### src/rtl/lgc_cfg.svh
// offsets, field positions, reset values and counts for the global control bank
`ifndef LGC_CFG_SVH
`define LGC_CFG_SVH
`define LGC_SEG8_BASE 8'h0F
`define LGC_CH_STRIDE 8'h10
`define LGC_FMT_ADDR 8'h80
`define LGC_LOSS_ADDR 8'h81
`define LGC_SRC_ADDR 8'h82
`define LGC_SLC_ADDR 8'h83
`define LGC_FMT_MASK 8'hFB
`define LGC_LOSS_MASK 8'h07
`define LGC_SRC_MASK 8'hC0
`define LGC_SLC_MASK 8'h0C
`define LGC_SEG_MASK 8'h7F
`define LGC_REG_RESET 8'h00
`define LGC_SEG_SIGN 6
`define LGC_FMT_RAIL 7
`define LGC_FMT_AONES 6
`define LGC_FMT_RXEDGE 5
`define LGC_FMT_TXEDGE 4
`define LGC_FMT_POL 3
`define LGC_FMT_GIE 1
`define LGC_FMT_SRST 0
`define LGC_LOSS_MUTE 2
`define LGC_LOSS_EXT 1
`define LGC_LOSS_ICT 0
`define LGC_SRC_TRANSMITTER_ON 7
`define LGC_SRC_TERM 6
`define LGC_SLC_LO 2
`define LGC_LOS_SHORT 13'h0020
`define LGC_LOS_LONG 13'h1000
`define LGC_SRST_MIN_US 10
`define LGC_CLK_MHZ 250
`define LGC_SRST_MIN_CYC (`LGC_SRST_MIN_US * `LGC_CLK_MHZ)
`endif

### src/rtl/lgc_pkg.sv
// types shared by the global control bank
package lgc_pkg;
    typedef struct packed {
        logic pos;
        logic neg;
    } lgc_rail_t;
    typedef enum logic [1:0] {LGC_SL_60, LGC_SL_65, LGC_SL_70, LGC_SL_55} lgc_slicer_t;
endpackage

### src/rtl/lgc_global_regs.sv
// global control registers, eighth pulse segment and per-channel loss/mute/polarity logic
//
// Overview of operation
// - each channel keeps an eighth pulse segment in bits 6:0; bit 7 reads zero
// - bit 6 of a segment value is its sign: one positive, zero negative
// - rail format bit one selects single rail for all channels, zero dual rail
// - auto all-ones bit makes a channel in loss of signal transmit all ones
// - receive edge bit set updates receive data on falling edge, else rising
// - transmit edge bit clear samples transmit data on falling edge, set rising
// - polarity bit clear means active high data, set means active low
// - global interrupt enable gates every channel interrupt onto the output
// - soft reset bit held over 10 us resets the channel circuits, not the register contents or pin synchronisers
// - mute bit forces both receive data outputs to zero during loss; clock runs
// - loss of signal after 32 zeros, or 4096 with extended loss bit set
// - test tristate bit floats every output, same as the hardware test pin
// - transmitter enable from global pin or bit, or per channel bits when set
// - termination from per channel bits when clear, from global pin when set
`timescale 1ns/1ps
`include "lgc_cfg.svh"
`default_nettype none
module lgc_global_regs
    import lgc_pkg::*;
#(
    parameter int NCH = 8 // number of line channels
) (
    input wire logic CLK, // 250 MHz system clock
    input wire logic RESET, // asynchronous reset, active high
    input wire logic [7:0] ADDR, // register address
    input wire logic [7:0] WDATA, // write data
    input wire logic WR, // write strobe, one cycle
    input wire logic RD, // read strobe, one cycle
    output logic [7:0] RDATA, // read data, valid the cycle after RD
    input wire logic HOST_MODE, // high: host mode, low: hardware mode
    input wire logic TRANSMITTER_ON_PIN, // global transmitter on pin, asynchronous
    input wire logic TERM_PIN, // global termination select pin, asynchronous
    input wire logic ICT_PIN_N, // hardware test pin, low floats outputs
    input wire logic GLOBAL_TRANSMITTER_ON, // global transmitter on register bit
    input wire logic [NCH-1:0] CH_TRANSMITTER_ON, // per channel transmitter on bits
    input wire logic [NCH-1:0] CH_TERM, // per channel termination bits
    input wire logic [NCH-1:0] CH_IRQ, // per channel interrupt requests
    input wire logic [NCH-1:0] RX_STB, // receive bit strobe per channel
    input wire lgc_rail_t [NCH-1:0] RX_LINE, // recovered receive marks
    input wire logic [NCH-1:0] TX_STB, // transmit bit strobe per channel
    input wire lgc_rail_t [NCH-1:0] TX_IN, // transmit data from system side
    output lgc_rail_t [NCH-1:0] RX_OUT, // receive data to system side
    output lgc_rail_t [NCH-1:0] TX_LINE, // transmit data to line encoder
    output logic [NCH-1:0] LOSS, // receive loss of signal per channel
    output logic [NCH-1:0] TX_ENABLE, // resolved transmitter enable
    output logic [NCH-1:0] TERM_SEL, // resolved termination select
    output logic [NCH*7-1:0] SEG8, // eighth pulse segment per channel
    output logic SINGLE_RAIL, // single rail mode
    output logic RX_FALL_EDGE, // receive data updated on falling edge
    output logic TX_RISE_EDGE, // transmit data sampled on rising edge
    output logic SOFT_RESET, // internal reset for channel circuits
    output lgc_slicer_t SLICER, // slicer threshold code
    output logic IRQ, // gated interrupt request
    output logic OUT_EN // output enable of all device pins
);
    // ************************************************************
    // register bank
    // ************************************************************
    logic [7:0] fmt_ff, loss_ff, src_ff, slc_ff, rdata_ff;
    logic [7:0] nxt_fmt, nxt_loss, nxt_src, nxt_slc, nxt_rdata;
    logic [6:0] seg_ff [NCH];
    logic [6:0] nxt_seg [NCH];
    logic [NCH-1:0] seg_hit;

    // segment address decode, one compare per channel
    for (genvar c = 0; c < NCH; c++) begin : g_dec
        assign seg_hit[c] = (ADDR == 8'(`LGC_SEG8_BASE + c * `LGC_CH_STRIDE));
    end

    // writes store only defined bits so reserved bits always read zero
    always_comb begin
        nxt_fmt = fmt_ff;
        nxt_loss = loss_ff;
        nxt_src = src_ff;
        nxt_slc = slc_ff;
        nxt_seg = seg_ff;
        nxt_rdata = rdata_ff;
        if (WR) begin
            if (ADDR == `LGC_FMT_ADDR) nxt_fmt = WDATA & `LGC_FMT_MASK;
            if (ADDR == `LGC_LOSS_ADDR) nxt_loss = WDATA & `LGC_LOSS_MASK;
            if (ADDR == `LGC_SRC_ADDR) nxt_src = WDATA & `LGC_SRC_MASK;
            if (ADDR == `LGC_SLC_ADDR) nxt_slc = WDATA & `LGC_SLC_MASK;
            for (int i = 0; i < NCH; i++) begin
                if (seg_hit[i]) nxt_seg[i] = WDATA[6:0];
            end
        end
        if (RD) begin
            nxt_rdata = 8'h00; // unmapped addresses read zero
            if (ADDR == `LGC_FMT_ADDR) nxt_rdata = fmt_ff;
            if (ADDR == `LGC_LOSS_ADDR) nxt_rdata = loss_ff;
            if (ADDR == `LGC_SRC_ADDR) nxt_rdata = src_ff;
            if (ADDR == `LGC_SLC_ADDR) nxt_rdata = slc_ff;
            for (int i = 0; i < NCH; i++) begin
                if (seg_hit[i]) nxt_rdata = {1'b0, seg_ff[i]};
            end
        end
    end

    // hardware reset clears the whole bank; soft reset leaves it alone
    always_ff @(posedge CLK or posedge RESET) begin
        if (RESET) begin
            fmt_ff <= `LGC_REG_RESET;
            loss_ff <= `LGC_REG_RESET;
            src_ff <= `LGC_REG_RESET;
            slc_ff <= `LGC_REG_RESET;
            rdata_ff <= `LGC_REG_RESET;
            for (int i = 0; i < NCH; i++) seg_ff[i] <= 7'h00;
        end else begin
            fmt_ff <= nxt_fmt;
            loss_ff <= nxt_loss;
            src_ff <= nxt_src;
            slc_ff <= nxt_slc;
            rdata_ff <= nxt_rdata;
            seg_ff <= nxt_seg;
        end
    end

    // ************************************************************
    // pin synchronisers
    // ************************************************************
    logic [2:0] s1_ff, s2_ff, s3_ff, pin_ff, nxt_pin;
    // a change counts only when the second and third stages agree
    always_comb begin
        nxt_pin = pin_ff;
        for (int i = 0; i < 3; i++) begin
            if (s2_ff[i] == s3_ff[i]) nxt_pin[i] = s3_ff[i];
        end
    end
    always_ff @(posedge CLK or posedge RESET) begin
        if (RESET) begin
            s1_ff <= 3'h4; // test pin idles high
            s2_ff <= 3'h4;
            s3_ff <= 3'h4;
            pin_ff <= 3'h4;
        end else begin
            s1_ff <= {ICT_PIN_N, TERM_PIN, TRANSMITTER_ON_PIN};
            s2_ff <= s1_ff;
            s3_ff <= s2_ff;
            pin_ff <= nxt_pin;
        end
    end

    // ************************************************************
    // global settings
    // ************************************************************
    assign SINGLE_RAIL = fmt_ff[`LGC_FMT_RAIL];
    assign RX_FALL_EDGE = fmt_ff[`LGC_FMT_RXEDGE];
    assign TX_RISE_EDGE = fmt_ff[`LGC_FMT_TXEDGE];
    // held for as long as software keeps the bit set; the host times the 10 us
    assign SOFT_RESET = fmt_ff[`LGC_FMT_SRST];
    assign SLICER = lgc_slicer_t'(slc_ff[`LGC_SLC_LO +: 2]);
    assign IRQ = fmt_ff[`LGC_FMT_GIE] & (|CH_IRQ);
    assign OUT_EN = ~loss_ff[`LGC_LOSS_ICT] & pin_ff[2];
    assign RDATA = rdata_ff;

    // transmitter and termination source muxes
    for (genvar c = 0; c < NCH; c++) begin : g_src
        assign TX_ENABLE[c] = src_ff[`LGC_SRC_TRANSMITTER_ON] ? CH_TRANSMITTER_ON[c] :
            (HOST_MODE ? GLOBAL_TRANSMITTER_ON : pin_ff[0]);
        assign TERM_SEL[c] = src_ff[`LGC_SRC_TERM] ? pin_ff[1] : CH_TERM[c];
        assign SEG8[c*7 +: 7] = seg_ff[c];
    end

    // ************************************************************
    // per channel loss, mute, all ones and polarity
    // ************************************************************
    logic pol;
    logic [12:0] los_limit;
    assign pol = fmt_ff[`LGC_FMT_POL];
    assign los_limit = loss_ff[`LGC_LOSS_EXT] ? `LGC_LOS_LONG : `LGC_LOS_SHORT;

    for (genvar c = 0; c < NCH; c++) begin : g_ch
        logic [12:0] zcnt_ff, nxt_zcnt;
        logic los_ff, nxt_los, alt_ff, nxt_alt;
        lgc_rail_t rx_ff, nxt_rx, tx_ff, nxt_tx;
        always_comb begin
            nxt_zcnt = zcnt_ff;
            nxt_los = los_ff;
            nxt_alt = alt_ff;
            nxt_rx = rx_ff;
            nxt_tx = tx_ff;
            if (RX_STB[c]) begin
                if (RX_LINE[c].pos | RX_LINE[c].neg) begin
                    nxt_zcnt = 13'h0000;
                    nxt_los = 1'b0;
                end else if (zcnt_ff < los_limit) begin
                    nxt_zcnt = zcnt_ff + 13'h0001;
                    nxt_los = (nxt_zcnt >= los_limit);
                end else begin
                    nxt_los = 1'b1;
                end
                // mute forces zero regardless of polarity
                if (los_ff & loss_ff[`LGC_LOSS_MUTE]) begin
                    nxt_rx = '0;
                end else begin
                    nxt_rx.pos = RX_LINE[c].pos ^ pol;
                    nxt_rx.neg = RX_LINE[c].neg ^ pol;
                end
            end
            if (TX_STB[c]) begin
                if (los_ff & fmt_ff[`LGC_FMT_AONES]) begin
                    // all ones: every bit a mark, alternating rails in dual rail
                    nxt_alt = ~alt_ff;
                    nxt_tx.pos = SINGLE_RAIL | ~alt_ff;
                    nxt_tx.neg = ~SINGLE_RAIL & alt_ff;
                end else begin
                    nxt_tx.pos = TX_IN[c].pos ^ pol;
                    nxt_tx.neg = TX_IN[c].neg ^ pol;
                end
            end
            if (SOFT_RESET) begin
                nxt_zcnt = 13'h0000;
                nxt_los = 1'b0;
                nxt_alt = 1'b0;
                nxt_rx = '0;
                nxt_tx = '0;
            end
        end
        always_ff @(posedge CLK or posedge RESET) begin
            if (RESET) begin
                zcnt_ff <= 13'h0000;
                los_ff <= 1'b0;
                alt_ff <= 1'b0;
                rx_ff <= '0;
                tx_ff <= '0;
            end else begin
                zcnt_ff <= nxt_zcnt;
                los_ff <= nxt_los;
                alt_ff <= nxt_alt;
                rx_ff <= nxt_rx;
                tx_ff <= nxt_tx;
            end
        end
        assign LOSS[c] = los_ff;
        assign RX_OUT[c] = rx_ff;
        assign TX_LINE[c] = tx_ff;
    end
endmodule // lgc_global_regs
`default_nettype wire

### config.mk
export PLATFORM = sky130hd
export DESIGN_NAME = lgc_global_regs
export DESIGN_NICKNAME = d
export VERILOG_FILES = /design/src/rtl/lgc_pkg.sv /design/src/rtl/lgc_global_regs.sv
export VERILOG_INCLUDE_DIRS = /design/src /design/src/rtl
export SDC_FILE = /design/constraint.sdc
export NUM_CORES = 1
export LEC_CHECK = 0
export ABC_CLOCK_PERIOD_IN_PS = 14000
export BUFFER_PORTS_ARGS = -buffer_cell sky130_fd_sc_hd__buf_2
export CAP_MARGIN = 0
export CORE_MARGIN = 2
export CORE_UTILIZATION = 51
export CTS_BUF_LIST = sky130_fd_sc_hd__clkbuf_2 sky130_fd_sc_hd__clkbuf_4 sky130_fd_sc_hd__clkbuf_8
export DETAILED_ROUTE_END_ITERATION = 8
export PLACE_DENSITY = 0.74
export RECOVER_POWER = 25
export SYNTH_ARGS = -nofsm -noshare
export SYNTH_HDL_FRONTEND = slang
export SYNTH_SLANG_ARGS = --single-unit
### constraint.sdc
create_clock -name CLK -period 14 [get_ports CLK]
set_clock_uncertainty 0.05 [all_clocks]
set_input_delay 1.4 -clock CLK [delete_from_list [all_inputs] [get_ports CLK]]
set_output_delay 1.4 -clock CLK [all_outputs]
set_load 0.1 [all_outputs]
==> run summary <==
The worst register-to-register path ends at g_ch[2].zcnt_ff[9]. The critical path starts at RESET. Async set-reset flop share out of synthesis: 1.00. In the final routed layout, each cell accounts on average for 17.3 um. For the count of maximum capacitance violations, the log shows 2. Reg-to-reg critical path startpoint: loss_ff[1]. The number of cells traversed by the worst hold path is 0.

The kind of end point of the critical path was an async pin. Post-synthesis average cell area: 9.19 sq um. Setup repair after global routing left no endpoint under its margin. The number of instances in the synthesized netlist is 1503.

Number of filler instances in the final layout: 2387. The post-detailed-placement cell area came out at 15100 sq um. STA classifies the critical path startpoint as an input port. The fmax was 184 MHz; the die outline width was 169 um. TritonCTS built the clock tree. The layout cell share with drive strength beyond 1 works out to 0.226. The maximum count of clock buffers along a single path was 3. Core area: 26800 sq um.

In this run, synthesis produced a sequential element count of 242. The starting utilization of the core area came out at 0.515. The share of the synthesized area in the top cell type was 0.431; the number of antenna violations at the first check in global routing was 1. The wire length after detailed routing was 35900 um. Most frequently used cell type in the post-synthesis netlist: sky130_fd_sc_hd__dfrtp_1. Of all nets on the critical path, the largest fanout is 127. The number of hold buffers added after CTS was 0. Count of warnings emitted by yosys: 0.

The detail route stage leaves a number of antenna-violating nets equal to 0. Total setup violations reported at the end of the flow: 0. For this run, the number of standard cells in the final layout without fillers is 2070. The worst hold margin was 297 ps; the net count of the finished layout was 1831. Buffers inserted during clock tree synthesis total 42. Count of pins over their slew limit: 163.

Number of cells upsized or downsized after cts: 0. The first global-routing pass estimated 59000 um of wire. The first-iteration detailed-routing DRC count was 982.

In this design, the largest share of critical-path delay is due to buffers and inverters. The worst hold path begins at s2_ff[2]. The final reports fail on capacitance limit, slew limit.

The worst slew margin relative to its limit is -2.72. The floorplan has 60 rows. The critical path contains buffers and inverters numbering 2 combined. The aggregate global-route resource usage was 0.252. For the pin with the worst max-slew slack, the measured transition is 5550 ps. Counting flops with a built-in enable in the synthesized netlist gives 0. On the worst path, the slowest cell contributes a delay of 3040 ps. The pin count of the biggest net entering global routing came out at 128. The critical path class is in -> async.

The cell at the slowest stage of the critical path is sky130_fd_sc_hd__clkinvlp_2. Clock-pin slew was measured on the worst setup and hold paths at 70 ps. The total number of vias was 12196; the total setup buffers inserted after CTS was 0. In the routed layout, each cell is associated on average with a via count of 5.89. The final global-route overflow total is 0. Once detailed placement completed, the half-perimeter wirelength came to 24700 um. The number of placed instances, taps included was 1991. The primary flip-flop cell chosen by synthesis mapping was sky130_fd_sc_hd__dfrtp_1. The layout-stage area growth over the synthesis result came out at 15.8%. The flow ran to the end, but the final reports show violations.

The run gives 242 as the TritonCTS sink count. The run gives 0 as the count of final hold-check violations. The run gives 0 ps as the setup TNS.

The commonest cells after synthesis are sky130_fd_sc_hd__dfrtp_1, sky130_fd_sc_hd__o21ai_0, sky130_fd_sc_hd__nand2_1. Dividing total power by cell area gives a power density of 116 nW/um^2. The final instance area is 16000 sq um.

The logs give 13800 sq um for the post-synth design cell area and 2 for the maximum level of the CTS H-tree. The run gives 28400 sq um as the die area. In this run the clock root is driven by a sky130_fd_sc_hd__clkbuf_8. Counting cells, the worst reg-to-reg path comes to 8. Sequential fraction of the synthesis area: 0.439. The share of the clock period used by the worst path was 0.389. The congestion estimate from routability-driven global placement came to 0.942.

The signal on the critical path passes through buf_2 -> clkinvlp_2. Largest area contributor in the netlist: sky130_fd_sc_hd__dfrtp_1. In the post-synthesis netlist, the biggest area contributors are sky130_fd_sc_hd__dfrtp_1, sky130_fd_sc_hd__o21ai_0, sky130_fd_sc_hd__mux2_2. For the number of detailed-routing iterations run before antenna repair, the log shows 5. The tools report the slack of the worst reg-to-reg path as 10690 ps. The logs give 570 ps for the source-to-sink clock delay at the later pin of the worst-skew pair and 11653 for the number of global-route vias before repair. The floorplan step set the die height to 169 um.

Data arrives at the worst endpoint at 4720 ps. For the worst setup path, the data required time is 13270 ps. Counting I/O delays and the setup requirement, the final critical path takes 5440 ps. The logs give 1640 for the post-synthesis net count and 225 for the number of primary I/O pins. Worst min-delay path endpoint: s3_ff[2]. The min-delay analysis places its worst path in the category reg -> reg. In the routed design, unresolved DRC markers number 0. The static leakage was 7.71 nW. The number of buffer cells added on primary ports is 224. Worst-case vdd ir drop: 0.0770 mV. After synthesis, the netlist uses 72 different library cells.
cell families after synthesis:
logic type / share of synthesized area
buffers and inverters: 0.0331
adder cells (fa/ha/maj): 0.0384
AND/OR/NAND/NOR: 0.194
XOR/XNOR: 0.0501
multiplexers: 0.0724
AO/OA/AOI/OAI: 0.173
flip-flops: 0.439
stage by stage:
stage,setup WS [ps],util,power (mW)
4_1_cts,9980,0.597,1.86
5_1_grt,7570,0.596,1.92
2_1_floorplan,5910,-,1.07
3_5_place_dp,10010,0.562,1.15
6_report,8560,0.596,1.85
3_3_place_gp,10080,0.562,1.14
routing by layer:
layer / track usage / vias up / share of wire
li1: - / 5816 / -
met1: 0.347 / 5883 / 0.45
met2: 0.401 / 424 / 0.46
met3: 0.0486 / 73 / 0.066
met4: 0.0855 / 0 / 0.030
met5: 0 / - / 0
state kept, by name (all words and copies together), names as in the netlist, 7 cells and up:
signal and flops:
fmt_ff 7, g_ch.alt_ff 8, TX_LINE 16, g_ch.los_ff 8
SEG8 56, RX_OUT 16, RDATA 8, g_ch.zcnt_ff 104
placed cells by master, fill, tap and decap left out, types with 6 or more instances in the layout:
master                     instances
sky130_fd_sc_hd__dfrtp_1         237
sky130_fd_sc_hd__buf_2           224
sky130_fd_sc_hd__o21ai_0         180
sky130_fd_sc_hd__nand2_1         154
sky130_fd_sc_hd__nor2_1          127
sky130_fd_sc_hd__nand3_1          72
sky130_fd_sc_hd__mux2_2           63
sky130_fd_sc_hd__a21oi_1          55
sky130_fd_sc_hd__clkbuf_8         50
sky130_fd_sc_hd__xnor2_1          41
sky130_fd_sc_hd__ha_1             40
sky130_fd_sc_hd__o31ai_1          38
sky130_fd_sc_hd__xor2_1           38
sky130_fd_sc_hd__mux2i_1          29
sky130_fd_sc_hd__nor3_1           28
sky130_fd_sc_hd__and3_1           26
sky130_fd_sc_hd__inv_1            24
sky130_fd_sc_hd__a21o_1           23
sky130_fd_sc_hd__nand4_1          21
sky130_fd_sc_hd__a31oi_1          19
sky130_fd_sc_hd__nor2b_1          18
sky130_fd_sc_hd__a22o_1           18
sky130_fd_sc_hd__nor4_1           15
sky130_fd_sc_hd__clkbuf_4         15
sky130_fd_sc_hd__nand2b_1         12
sky130_fd_sc_hd__nand3b_1         12
sky130_fd_sc_hd__or3_1            10
sky130_fd_sc_hd__and2_1            8
sky130_fd_sc_hd__or4_1             7
sky130_fd_sc_hd__clkinv_2          7
sky130_fd_sc_hd__o211ai_1          6
sky130_fd_sc_hd__o41ai_1           6
sky130_fd_sc_hd__a22oi_1           6
sky130_fd_sc_hd__or2_2             6
sky130_fd_sc_hd__buf_4             6
power by group:
| part | switching [mW] | total [mW] | internal [mW] |
|---|---|---|---|
| clock network | 0.306 | 0.713 | 0.407 |
| logic | 0.300 | 0.373 | 0.0736 |
| registers | 0.0308 | 0.760 | 0.729 |
area by class of cell:
| class | count | area (sq um) | area share |
|---|---|---|---|
| Tap cell | 341 | 427 | 0.0267 |
| Clock inverter | 13 | 134 | 0.00838 |
| Inverter | 27 | 103 | 0.00642 |
| Antenna cell | 1 | 2.50 | 0.000157 |
| Multi-Input combinational cell | 1151 | 7290 | 0.456 |
| Timing Repair Buffer | 230 | 1170 | 0.0730 |
| Sequential cell | 242 | 6060 | 0.379 |
| Clock buffer | 65 | 801 | 0.0501 |
worst max path at each step:
stage / endpoint / slack, ps / cells after the start
after floorplan: RDATA[0] / 5910 / 1
after CTS: TX_ENABLE[2] / 9980 / 5
after global placement: TX_ENABLE[7] / 10080 / 5
after detailed placement: TX_ENABLE[6] / 10010 / 5
after global routing: fmt_ff[0] / 7570 / 2
final: fmt_ff[0] / 8560 / 2
Note: power is estimated with default switching activity, not from simulation.
